<file path="src/include/cmd_parser_map.vh">
`ifndef CMD_PARSER_MAP_VH
`define CMD_PARSER_MAP_VH
// character codes
`define CH_COLON    8'h3a
`define CH_QUERY    8'h3f
`define CH_SPACE    8'h20
`define CH_COMMA    8'h2c
`define CH_SEMI     8'h3b
`define CH_STAR     8'h2a
`define CH_NL       8'h0a
// token limits and symbol widths
`define TOK_MAX     4'd12
`define SYM_W       4
`define SYM_NONE    4'h0
// error codes loaded into the error output
`define ERR_NONE    2'd0
`define ERR_CMD     2'd1
`define ERR_QINT    2'd2
`define ERR_SYNTAX  2'd3
`endif

</file>
<file path="src/instrument_command_parser.v">
`include "cmd_parser_map.vh"
module instrument_command_parser (
  // clock and reset
  input  wire        clk_i,
  input  wire        sys_rst_i,
  // incoming byte stream from the host interface
  input  wire        rx_valid_i,
  input  wire [7:0]  rx_data_i,
  input  wire        rx_end_i,
  output wire        rx_ready_o,
  // instruction out, one per instruction, released at the semicolon or terminator
  output reg         instr_valid_o,
  output reg  [3:0]  instr_subsys_o,
  output reg  [3:0]  instr_func_o,
  output reg         instr_query_o,
  output reg         instr_common_o,
  output reg  [3:0]  instr_param_count_o,
  // query answer path
  input  wire        answer_load_i,
  input  wire [7:0]  answer_data_i,
  output reg         tx_valid_o,
  output reg  [7:0]  tx_data_o,
  input  wire        tx_ready_i,
  // error queue entry
  output reg         err_valid_o,
  output reg  [1:0]  err_code_o
);
  localparam ST_HDR  = 3'd0;  // collecting header tokens
  localparam ST_WAIT = 3'd1;  // waiting for token match
  localparam ST_SEP  = 3'd2;  // in separator spaces
  localparam ST_DATA = 3'd3;  // in program data
  localparam ST_SKIP = 3'd4;  // bad instruction, skip to ; or end

  reg  [2:0]  state_reg;
  reg  [95:0] tok_reg;
  reg  [3:0]  tok_len_reg;
  reg  [3:0]  ntok_reg;       // tokens in this header
  reg  [3:0]  subsys_reg;     // current subsystem context
  reg  [3:0]  func_reg;
  reg         query_reg;
  reg         common_reg;
  reg         root_reg;       // header began with a colon
  reg         msg_start_reg;  // no instruction seen yet in this message
  reg         after_semi_reg;
  reg  [3:0]  pcount_reg;
  reg         pdata_reg;      // non-space data seen in current parameter
  reg  [7:0]  pend_byte_reg;  // delimiter that ended the last token
  reg         pend_end_reg;
  reg         bad_reg;
  reg         ans_pend_reg;   // answer loaded but not yet read
  reg         tok_go_reg;
  reg         exec_pend_reg;  // ; or terminator seen, instruction waiting for release
  wire        hit_valid;
  wire [3:0]  sym;

  // upper-case folding so matching ignores case
  wire [7:0] up_byte = (rx_data_i >= 8'h61 && rx_data_i <= 8'h7a) ?
                       (rx_data_i - 8'h20) : rx_data_i;
  wire is_term = (rx_data_i == `CH_NL) | rx_end_i;
  wire is_delim = (rx_data_i == `CH_COLON) | (rx_data_i == `CH_SPACE) |
                  (rx_data_i == `CH_SEMI) | (rx_data_i == `CH_QUERY) | is_term;

  // stall while the matcher works and while an instruction is released,
  // so the byte after a semicolon is never taken and then dropped
  assign rx_ready_o = (state_reg != ST_WAIT) && !tok_go_reg && !exec_pend_reg;
  wire take = rx_valid_i & rx_ready_o;

  token_matcher u_match (
    .clk_i       (clk_i),
    .sys_rst_i   (sys_rst_i),
    .tok_valid_i (tok_go_reg),
    .tok_i       (tok_reg),
    .tok_len_i   (tok_len_reg),
    .hit_valid_o (hit_valid),
    .sym_o       (sym)
  );

  // parser state machine
  always @(posedge clk_i) begin
    if (sys_rst_i) begin
      state_reg      <= ST_HDR;
      tok_reg        <= 96'h0;
      tok_len_reg    <= 4'h0;
      ntok_reg       <= 4'h0;
      subsys_reg     <= `SYM_NONE;
      func_reg       <= `SYM_NONE;
      query_reg      <= 1'b0;
      common_reg     <= 1'b0;
      root_reg       <= 1'b0;
      msg_start_reg  <= 1'b1;
      after_semi_reg <= 1'b0;
      pcount_reg     <= 4'h0;
      pdata_reg      <= 1'b0;
      pend_byte_reg  <= 8'h00;
      pend_end_reg   <= 1'b0;
      bad_reg        <= 1'b0;
      tok_go_reg     <= 1'b0;
      exec_pend_reg  <= 1'b0;
      instr_valid_o  <= 1'b0;
      instr_subsys_o <= 4'h0;
      instr_func_o   <= 4'h0;
      instr_query_o  <= 1'b0;
      instr_common_o <= 1'b0;
      instr_param_count_o <= 4'h0;
      err_valid_o    <= 1'b0;
      err_code_o     <= `ERR_NONE;
    end else begin
      instr_valid_o <= 1'b0;
      err_valid_o   <= 1'b0;
      tok_go_reg    <= 1'b0;
      // first byte of a new message while an answer is unread
      if (take && msg_start_reg && ntok_reg == 4'h0 && tok_len_reg == 4'h0 &&
          ans_pend_reg && !is_term) begin
        err_valid_o <= 1'b1;
        err_code_o  <= `ERR_QINT;
      end
      case (state_reg)
        ST_HDR: if (take) begin
          if (rx_data_i == `CH_STAR && tok_len_reg == 4'h0 && ntok_reg == 4'h0)
            common_reg <= 1'b1;           // asterisk must touch the name
          else if (rx_data_i == `CH_COLON && tok_len_reg == 4'h0 && ntok_reg == 4'h0)
            root_reg <= 1'b1;             // leading colon selects the root
          else if (is_delim) begin
            if (tok_len_reg == 4'h0 && !is_term) begin
              bad_reg <= 1'b1;            // empty token or stray delimiter
              state_reg <= ST_SKIP;
            end else if (tok_len_reg != 4'h0) begin
              tok_go_reg    <= 1'b1;      // close token on colon, space, ?, ; or terminator
              pend_byte_reg <= rx_data_i;
              pend_end_reg  <= is_term;
              state_reg     <= ST_WAIT;
            end else begin
              // bare terminator: end of message, back to root
              msg_start_reg <= 1'b1;
              subsys_reg    <= `SYM_NONE;
            end
          end else if (tok_len_reg < `TOK_MAX) begin
            tok_reg     <= {tok_reg[87:0], up_byte};
            tok_len_reg <= tok_len_reg + 4'h1;
          end else begin
            bad_reg   <= 1'b1;
            state_reg <= ST_SKIP;
          end
        end
        ST_WAIT: if (hit_valid) begin
          tok_reg     <= 96'h0;
          tok_len_reg <= 4'h0;
          ntok_reg    <= ntok_reg + 4'h1;
          if (sym == `SYM_NONE) begin
            bad_reg <= 1'b1;              // unknown mnemonic
          end else if (pend_byte_reg == `CH_COLON) begin
            subsys_reg <= sym;            // token before a colon picks subsystem
          end else begin
            func_reg <= sym;              // last token is the function
            if (ntok_reg == 4'h0 && !common_reg && !root_reg && !msg_start_reg &&
                !after_semi_reg)
              bad_reg <= 1'b1;            // bare mnemonic mid-message
            if (ntok_reg == 4'h0 && !common_reg && root_reg)
              subsys_reg <= `SYM_NONE;    // colon after semicolon: root
          end
          if (pend_byte_reg == `CH_QUERY)
            query_reg <= 1'b1;            // trailing ? marks a query
          if (pend_byte_reg == `CH_COLON)
            state_reg <= ST_HDR;
          else if (pend_byte_reg == `CH_QUERY || pend_byte_reg == `CH_SPACE)
            state_reg <= ST_SEP;          // data may follow at once, no space needed
          else
            state_reg <= ST_SEP;
          if (pend_byte_reg == `CH_SEMI || pend_end_reg)
            exec_pend_reg <= 1'b1;        // no data: header ends instruction
        end
        ST_SEP, ST_DATA: begin
          if (exec_pend_reg) begin
            exec_pend_reg <= 1'b0;
            if (bad_reg || subsys_reg == `SYM_NONE && ntok_reg > 4'h1) begin
              err_valid_o <= 1'b1;
              err_code_o  <= `ERR_CMD;
            end else begin
              // released once the header and data are complete
              instr_valid_o       <= 1'b1;
              instr_subsys_o      <= subsys_reg;  // context from earlier
              instr_func_o        <= func_reg;
              instr_query_o       <= query_reg;
              instr_common_o      <= common_reg;
              instr_param_count_o <= pcount_reg + {3'h0, pdata_reg};
            end
            ntok_reg   <= 4'h0;
            query_reg  <= 1'b0;
            common_reg <= 1'b0;
            root_reg   <= 1'b0;
            bad_reg    <= 1'b0;
            pcount_reg <= 4'h0;
            pdata_reg  <= 1'b0;
            msg_start_reg  <= pend_end_reg;
            after_semi_reg <= !pend_end_reg;
            if (pend_end_reg)
              subsys_reg <= `SYM_NONE;    // next message starts at root
            state_reg <= ST_HDR;
          end else if (take) begin
            if (is_term || rx_data_i == `CH_SEMI) begin
              pend_end_reg  <= is_term;
              exec_pend_reg <= 1'b1;
            end else if (rx_data_i == `CH_COMMA) begin
              pcount_reg <= pcount_reg + 4'h1;  // next parameter
              pdata_reg  <= 1'b0;
              state_reg  <= ST_SEP;
            end else if (rx_data_i != `CH_SPACE) begin
              pdata_reg <= 1'b1;          // spaces around commas are dropped
              state_reg <= ST_DATA;
            end
          end
        end
        ST_SKIP: begin
          if (exec_pend_reg) begin
            exec_pend_reg <= 1'b0;
            err_valid_o   <= 1'b1;
            err_code_o    <= `ERR_CMD;    // instruction ignored
            ntok_reg   <= 4'h0;
            tok_reg    <= 96'h0;
            tok_len_reg <= 4'h0;
            query_reg  <= 1'b0;
            common_reg <= 1'b0;
            root_reg   <= 1'b0;
            bad_reg    <= 1'b0;
            pcount_reg <= 4'h0;
            pdata_reg  <= 1'b0;
            msg_start_reg  <= pend_end_reg;
            after_semi_reg <= !pend_end_reg;
            if (pend_end_reg)
              subsys_reg <= `SYM_NONE;
            state_reg <= ST_HDR;
          end else if (take && (is_term || rx_data_i == `CH_SEMI)) begin
            pend_end_reg  <= is_term;
            exec_pend_reg <= 1'b1;
          end
        end
        default: state_reg <= ST_HDR;
      endcase
    end
  end

  // one-byte output queue; a new message discards an unread answer
  wire discard = take && msg_start_reg && ntok_reg == 4'h0 &&
                 tok_len_reg == 4'h0 && !is_term;
  wire [7:0] ans_up = (answer_data_i >= 8'h61 && answer_data_i <= 8'h7a) ?
                      (answer_data_i - 8'h20) : answer_data_i;
  always @(posedge clk_i) begin
    if (sys_rst_i) begin
      ans_pend_reg <= 1'b0;
      tx_valid_o   <= 1'b0;
      tx_data_o    <= 8'h00;
    end else if (answer_load_i) begin
      ans_pend_reg <= 1'b1;
      tx_valid_o   <= 1'b1;
      tx_data_o    <= ans_up;           // responses forced to upper case
    end else if (discard || (tx_valid_o && tx_ready_i)) begin
      ans_pend_reg <= 1'b0;
      tx_valid_o   <= 1'b0;
    end
  end
endmodule

</file>
<file path="src/token_matcher.v">
`include "cmd_parser_map.vh"
// matches an upper-cased token against a small built-in mnemonic table,
// long form or short form; result is registered one cycle after tok_valid_i
module token_matcher (
  // clock and reset
  input  wire        clk_i,
  input  wire        sys_rst_i,
  // token in
  input  wire        tok_valid_i,
  input  wire [95:0] tok_i,
  input  wire [3:0]  tok_len_i,
  // match out
  output reg         hit_valid_o,
  output reg  [3:0]  sym_o
);
  // table: the token arrives right-aligned and zero padded, since the parser
  // shifts each byte in at the bottom; long or short spelling both hit
  function [3:0] lookup;
    input [95:0] t;
    input [3:0]  n;
    reg   [3:0]  r;
    begin
      r = `SYM_NONE;
      if ((t == {24'h0, "AUTOSCALE"} && n == 4'd9) || (t == {72'h0, "AUT"} && n == 4'd3))
        r = 4'h1;
      if ((t == {32'h0, "DIGITIZE"} && n == 4'd8) || (t == {72'h0, "DIG"} && n == 4'd3))
        r = 4'h2;
      // vertical_input_one_selector, long and short spelling as character codes
      if ((t == {32'h0, 64'h4348_414e_4e45_4c31} && n == 4'd8) ||
          (t == {56'h0, 40'h4348_414e_31} && n == 4'd5))
        r = 4'h3;
      if ((t == {32'h0, "TIMEBASE"} && n == 4'd8) || (t == {72'h0, "TIM"} && n == 4'd3))
        r = 4'h4;
      if ((t == {56'h0, "RANGE"} && n == 4'd5) || (t == {64'h0, "RANG"} && n == 4'd4))
        r = 4'h5;
      if ((t == {56'h0, "DELAY"} && n == 4'd5) || (t == {72'h0, "DEL"} && n == 4'd3))
        r = 4'h6;
      if ((t == {48'h0, "OFFSET"} && n == 4'd6) || (t == {64'h0, "OFFS"} && n == 4'd4))
        r = 4'h7;
      if (t == {72'h0, "CLS"} && n == 4'd3)
        r = 4'h8;
      if (t == {72'h0, "RST"} && n == 4'd3)
        r = 4'h9;
      lookup = r;
    end
  endfunction

  // one-cycle registered lookup
  always @(posedge clk_i) begin
    if (sys_rst_i) begin
      hit_valid_o <= 1'b0;
      sym_o       <= `SYM_NONE;
    end else begin
      hit_valid_o <= tok_valid_i;
      sym_o       <= tok_valid_i ? lookup(tok_i, tok_len_i) : `SYM_NONE;
    end
  end
endmodule

</file>
<file path="config.mk">
export PLATFORM = sky130hd
export DESIGN_NAME = instrument_command_parser
export DESIGN_NICKNAME = d
export VERILOG_FILES = /design/src/instrument_command_parser.v /design/src/token_matcher.v
export VERILOG_INCLUDE_DIRS = /design/src /design/src/include
export SDC_FILE = /design/constraint.sdc
export NUM_CORES = 1
export LEC_CHECK = 0
export BUFFER_PORTS_ARGS = -buffer_cell sky130_fd_sc_hd__buf_2
export CAP_MARGIN = 20
export CORE_UTILIZATION = 42
export DETAILED_ROUTE_END_ITERATION = 12
export GPL_ROUTABILITY_DRIVEN = 0
export PLACE_DENSITY = 0.58
export SLEW_MARGIN = 30
export SYNTH_ARGS = -nofsm -noshare
export SYNTH_HDL_FRONTEND = slang
export SYNTH_HIERARCHICAL = 1
export SYNTH_SLANG_ARGS = --single-unit
</file>
<file path="constraint.sdc">
create_clock -name clk_i -period 6.1 [get_ports clk_i]
set_clock_uncertainty 0.15 [all_clocks]
set_input_delay 0 -clock clk_i [delete_from_list [all_inputs] [get_ports clk_i]]
set_output_delay 0 -clock clk_i [all_outputs]
set_load 0.005 [all_outputs]
</file>
* After elaboration in Yosys (flattened, before gate mapping)
Cells that the tools add are included.
Word-level totals: logic and storage cells 360, input port bits 22, bits in registers 169, output and inout port bits 28, memories 0, bits in latches 0, memory bits (read-only) 0, memory bits (writable) 0
Operators by class: equality and inequality tests 71, div/mod/pow operators 0, order comparisons 6, $add $sub $neg 6, mux-type cells 133, bitwise logic cells 18, $mul 0, reduce and logical (&&, ||, !) cells 95, shift operators 0
Operator list (count):
- two-way mux 96 bit | 7
- equality test 96 x 23 -> 1 bit (second input constant) | 6
- equality test 96 x 39 -> 1 bit (second input constant) | 3
- equality test 96 x 63 -> 1 bit (second input constant) | 3
- case mux 96 bit (3 select lines) | 1
- equality test 96 x 31 -> 1 bit (second input constant) | 2
- two-way mux 4 bit | 26
- equality test 96 x 47 -> 1 bit (second input constant) | 1
- equality test 96 x 71 -> 1 bit (second input constant) | 1
- equality test 8 x 6 -> 1 bit (second input constant) | 9
- two-way mux 1 bit | 57
- two-way mux 3 bit | 18
- != test 2 bit (second input constant) | 20
- logical AND 1 bit | 39
- != test 3 bit (second input constant) | 8
- case mux 4 bit (3 select lines) | 2
- AND reduction 12 bit | 2
- AND reduction 10 bit | 2
- >= comparator 8 x 7 -> 1 bit (second input constant) | 2
- less-or-equal comparator 8 x 7 -> 1 bit (second input constant) | 2
- zero test 4 bit | 4
- two-way mux 8 bit | 2
- case mux 4 bit (2 select lines) | 2
- AND reduction 8 bit | 2
- 39 further kinds | 108

* Longest topological paths before layout
depth in word-level cells 13, mapped depth 10, mapped depth without buffers 8

* Modules after synthesis
The synthesis kept the hierarchy.
By module, submodules not included:
- instrument_command_parser | cells an instance 856, area an instance 7458.4 um^2, sequential area each 3283.1 um^2, times used 1
- token_matcher | cells an instance 183, area an instance 1336.3 um^2, sequential area each 100.1 um^2, times used 1

* Least setup slack after synthesis
Ideal clock, no wire load.
path kind reg-to-reg, start register tok_len_reg[0], end register tok_len_reg[3], setup time 0.129 ns, path buffers 2, period minus slack after synthesis 2.081 ns, data required time 5.821 ns, arrival 1.802 ns, setup slack 4.019 ns, stages on the path, launching flop included 10, cells stage by stage dfxtp_1 > inv_1 > ha_1 > nor3b_2 > nand4_2 > and3b_1 > buf_6 > buf_6 > a31oi_1 > nor3_2
Between the ends: longest elaborated chain between the ends 7, elaborated cells between the ends (all ways) 17, classes of those cells 1 x add/sub; 1 x order compare; 3 x eq/ne; 6 x mux; 6 x reduce/logical
Ends and longest elaborated chain:
- from (decl) | RTL line instrument_command_parser.v:36 | reg [3:0] tok_len_reg;
- from (signal assigned) | RTL line instrument_command_parser.v:139 | tok_len_reg <= tok_len_reg + 4'h1;
- adder 4 x 1 -> 4 bit | RTL line instrument_command_parser.v:139
- two-way mux 4 bit | RTL line instrument_command_parser.v:137 | end else if (tok_len_reg < `TOK_MAX) begin
- two-way mux 4 bit | RTL line instrument_command_parser.v:123 | else if (is_delim) begin
- two-way mux 4 bit | RTL line instrument_command_parser.v:121 | else if (rx_data_i == `CH_COLON && tok_len_reg == 4'h0 && ntok_reg == 4'h0)
- two-way mux 4 bit | RTL line instrument_command_parser.v:119 | if (rx_data_i == `CH_STAR && tok_len_reg == 4'h0 && ntok_reg == 4'h0)
- two-way mux 4 bit | RTL line instrument_command_parser.v:118 | ST_HDR: if (take) begin
- case mux 4 bit (3 select lines) | RTL line instrument_command_parser.v:117 | case (state_reg)
Parallel ways exist; a longest one is shown, timed or not. The select of a mux whose other input is x is not followed. A chain may end at the register's enable or synchronous reset.

* Worst setup path in the final report
start register tok_len_reg[0], end register tok_reg[41]
Between the ends: longest elaborated chain between the ends 5, elaborated cells between the ends (all ways) 10, classes of those cells 1 x order compare; 3 x eq/ne; 6 x reduce/logical
Ends and longest elaborated chain:
- branches (longest 4 deep; another with < comparator 4 bit)
- AND reduction 8 bit (no line) (*)
- to (signal assigned) | RTL line instrument_command_parser.v:138 | tok_reg <= {tok_reg[87:0], up_byte};
- to (decl) | RTL line instrument_command_parser.v:35 | reg [95:0] tok_reg;
Mark *: on every way between the ends.

==> reports/results.txt <==
The leakage power figure was 3.33 nW; the number of hold-slack violations in the final timing report was 0. The synthesized area per cell is 8.46 um^2. The most frequent standard cell in the layout excluding fill and tap cells is dfxtp_1. Among all flip-flop cells after synthesis, the most frequent one is dfxtp_1.

Setup repair after global routing left no endpoint under its margin. The maximum clock frequency came out at 327 MHz. The total overflow left after global routing is 0. In the layout the commonest cells are dfxtp_1, nand4_1, a21oi_1. In this run the remaining antenna-violating nets after routing total 0. The run finished with clean final reports. The worst-case IR drop observed on VDD is 0.205 mV. Compared with the post-synthesis result, the final layout area differs by 12.3%. The worst slew margin relative to its limit is 0.360, and the starting DRC count in detailed routing is 657. The register bit total from synthesis is 169, and the number of buffers on the longest clock path is 2.

The number of nets in the synthesized netlist is 1073. Origin of the worst setup path: tok_len_reg[0]$_SDFFE_PP0P_. The final route contains 8202 vias. Counting the buffers created by CTS gives 17. Pin placement for this block handled 50 I/O pins. The slew at the pin with the worst max-slew slack works out to 960 ps. The count of flip-flops with a built-in enable after synthesis came out at 0. The gate family responsible for the most delay along the worst path is simple AND/OR/NAND/NOR gates.

The tools report the buffer type at the clock tree root as clkbuf_16. The tools report the gate count of the mapped netlist as 1039. In this run, post-CTS hold repair placed 29 buffers. The setup slack on the worst flop-to-flop path came out at 3050 ps.

The floorplan has 52 rows. The critical path goes through inv_1 -> ha_1 -> nor3b_2 -> nand4_2 -> and3b_4 -> buf_4 -> nand4_1 -> a21oi_1. Critical path class: flop to flop. After detailed routing, the average wire length per cell comes to 18.3 um. The final clock period utilization by the worst path is 0.501. The tools report the share of the yosys chip area belonging to registers as 0.385. The H-tree level count was 4.

The run gives 0 as the final-report setup violation count. The nature of the critical path startpoint was a flop. The smallest clock period supported by the final layout is computed as 3050 ps.

The run gives 7789 as the via count of the first global-routing pass. At the worst endpoint, the required time is 6300 ps. For the count of antenna diodes in the layout, the log shows 0. Counting both buffers and inverters, the worst setup path holds a total of 2.

The critical path runs through a total of 8 cells. The tools report the initial antenna violation count as 0. Share of final-layout standard cells stronger than drive strength 1: 0.119. Yosys synthesis warning count: 6.

The end of the critical path was tok_reg[41]$_SDFFE_PP0P_. For this design, the slowest cell found on the critical path is buf_4. Total iterations of the first detailed-routing run: 5. TritonCTS built the clock tree. During placement, the flow inserted port buffers numbering 49. For the number of gates given a new drive strength after cts, the log shows 0. STA classifies the critical path endpoint as a flop. In this run the power density over the cells is 259 nW/um^2.

Counting distinct cell types in the post-synthesis netlist gives 85. Counting cells, the worst reg-to-reg path comes to 8. For this run, design rule violations remaining after detail routing come to 0.

The endpoint identified for the worst register-to-register timing path is tok_reg[41]$_SDFFE_PP0P_. The die covers 21500 um^2. The logs give 0 for the number of max-cap violations and 430 ps for the clock latency on the worst-skew pair. The worst path arrival time is 3250 ps. The clock drives 169 sinks. The netlist area before placement was 8790 um^2.

The region available for standard cell placement spans 20400 um^2. Hold timing on the final database bottoms out at a slack of 19.2 ps. The number of setup buffers added after CTS is 0. The beginning of the worst register-to-register path was tok_len_reg[0]$_SDFFE_PP0P_. The largest fanout on the critical path was 58; the register clock-pin slew on the reported worst setup and hold paths was 70 ps. The final-layout setup total negative slack was 0 ps; the max-slew violation total from the final report was 0.

The first global-routing pass estimated 40500 um of wire. The min-delay analysis places its worst path in the category input pin to flop. The register with the most flip-flops in the layout has 96 of them. Biggest cell delay along the critical path: 600 ps. Using the TritonRoute via totals, the vias-per-cell ratio works out to 6.13. The tools report the aggregate global-route resource usage as 0.229. The net count of the finished layout is 1090. Wires add up to 24500 um.

Entering global routing, the biggest net connects 101 pins. The height of the die is 147 um. The horizontal extent of the die is 147 um. Detailed placement finished with a half-perimeter wire length of 15000 um.

The async set or reset register ratio after synthesis is 0. The starting density of the core came out at 0.432.
==> metal layers <==
layer,vias to the layer above,routed length [um],share of wire,GRT usage
li1,3973,-,-,-
met1,3917,11300,0.46,0.307
met2,260,11600,0.47,0.374
met3,52,1120,0.046,0.0373
met4,0,518,0.021,0.0755
met5,-,0,0,0
==> how the worst min path moves through the flow <==
stage,startpoint,endpoint,slack (ps),cells after the start
floorplan,sys_rst_i,u_match/sym_o[3]$_SDFF_PP0_,-70,1
global placement,answer_data_i[4],tx_data_o[4]$_SDFFE_PP0P_,110,3
detailed placement,answer_data_i[1],tx_data_o[1]$_SDFFE_PP0P_,130,3
CTS,sys_rst_i,func_reg[2]$_SDFFE_PP0P_,20,2
global route,sys_rst_i,instr_query_o$_SDFFE_PP0P_,40,2
finish,sys_rst_i,instr_func_o[0]$_SDFFE_PP0P_,20,2
==> cell usage after synthesis (3+ instances only) <==
library cell,n,area share
dfxtp_1,169,0.38
nand4_1,121,0.086
a21oi_1,117,0.067
o21ai_0,92,0.052
nor2_1,80,0.034
nand2_1,40,0.017
mux2i_1,36,0.041
clkbuf_1,32,0.014
nor4_1,26,0.018
buf_2,21,0.012
nor3_1,20,0.011
o21ai_1,18,0.010
nor2b_1,17,0.012
nand3_1,16,0.0091
inv_1,15,0.0064
buf_4,13,0.011
nand2b_1,13,0.0092
ha_1,12,0.017
nor3b_1,11,0.0094
nor4bb_1,11,0.013
nand4b_1,9,0.0090
a31oi_1,8,0.0057
clkbuf_2,8,0.0046
buf_1,7,0.0030
and3_1,6,0.0043
buf_6,6,0.0077
xor2_1,6,0.0060
a211oi_1,5,0.0043
and4b_1,5,0.0057
and3b_1,4,0.0040
nand3b_1,4,0.0034
nor3b_2,4,0.0057
nor4b_1,4,0.0040
or4_1,4,0.0034
and2_1,3,0.0021
nor3_2,3,0.0034
nor4_2,3,0.0043
o211a_1,3,0.0034
o22ai_1,3,0.0021
o31ai_1,3,0.0026
or3_1,3,0.0021
==> worst register-to-register path, delay by kind of cell (launching register included) <==
family                   cells  cell delay, ps
flip-flops                   1             530
AND/OR/NAND/NOR              4            1170
buffers and inverters        2             710
AO/OA/AOI/OAI                1             200
adder cells (fa/ha/maj)      1             220
==> cells by family (layout without fill, tap and decap cells) <==
family / count (synthesis) / after routing / synth area share
compound gates: 282 / 282 / 0.188
xor+xnor: 8 / 8 / 0.00797
fa+ha+maj: 12 / 12 / 0.0171
buf+inv: 102 / 131 / 0.0583
flops: 169 / 169 / 0.385
mux: 37 / 37 / 0.0423
simple gates: 429 / 429 / 0.302
==> cell type report <==
type / instances / area [um^2]
clock buffers: 21 / 480
clock inverters: 10 / 81.3
fillers: 2013 / 10500
inverters: 15 / 56.3
multi-input cells: 768 / 4930
flip-flops and latches: 169 / 3380
well taps: 270 / 338
repair buffers: 85 / 614
==> where the power goes <==
group | total, W | internal (W) | switching, W
Sequential | 0.00115 | 0.00112 | 0.0000311
Clock | 0.00105 | 0.000569 | 0.000477
Combinational | 0.000362 | 0.000101 | 0.000261
==> per-stage QoR <==
stage | cells | area, um^2 | setup slack (ps) | power, W | util
finish | 1338 | 9880 | 3050 | 0.00256 | 0.485
global route | 1338 | 9880 | 2730 | 0.00266 | 0.485
CTS | 1337 | 9850 | 3040 | 0.00257 | 0.484
detailed placement | 1277 | 9000 | 3080 | 0.00151 | 0.442
global placement | 1277 | 8990 | 3090 | 0.00151 | 0.442
floorplan | 1039 | 8790 | 4020 | 0.00144 | -
Note: power is estimated with default switching activity, not from simulation.
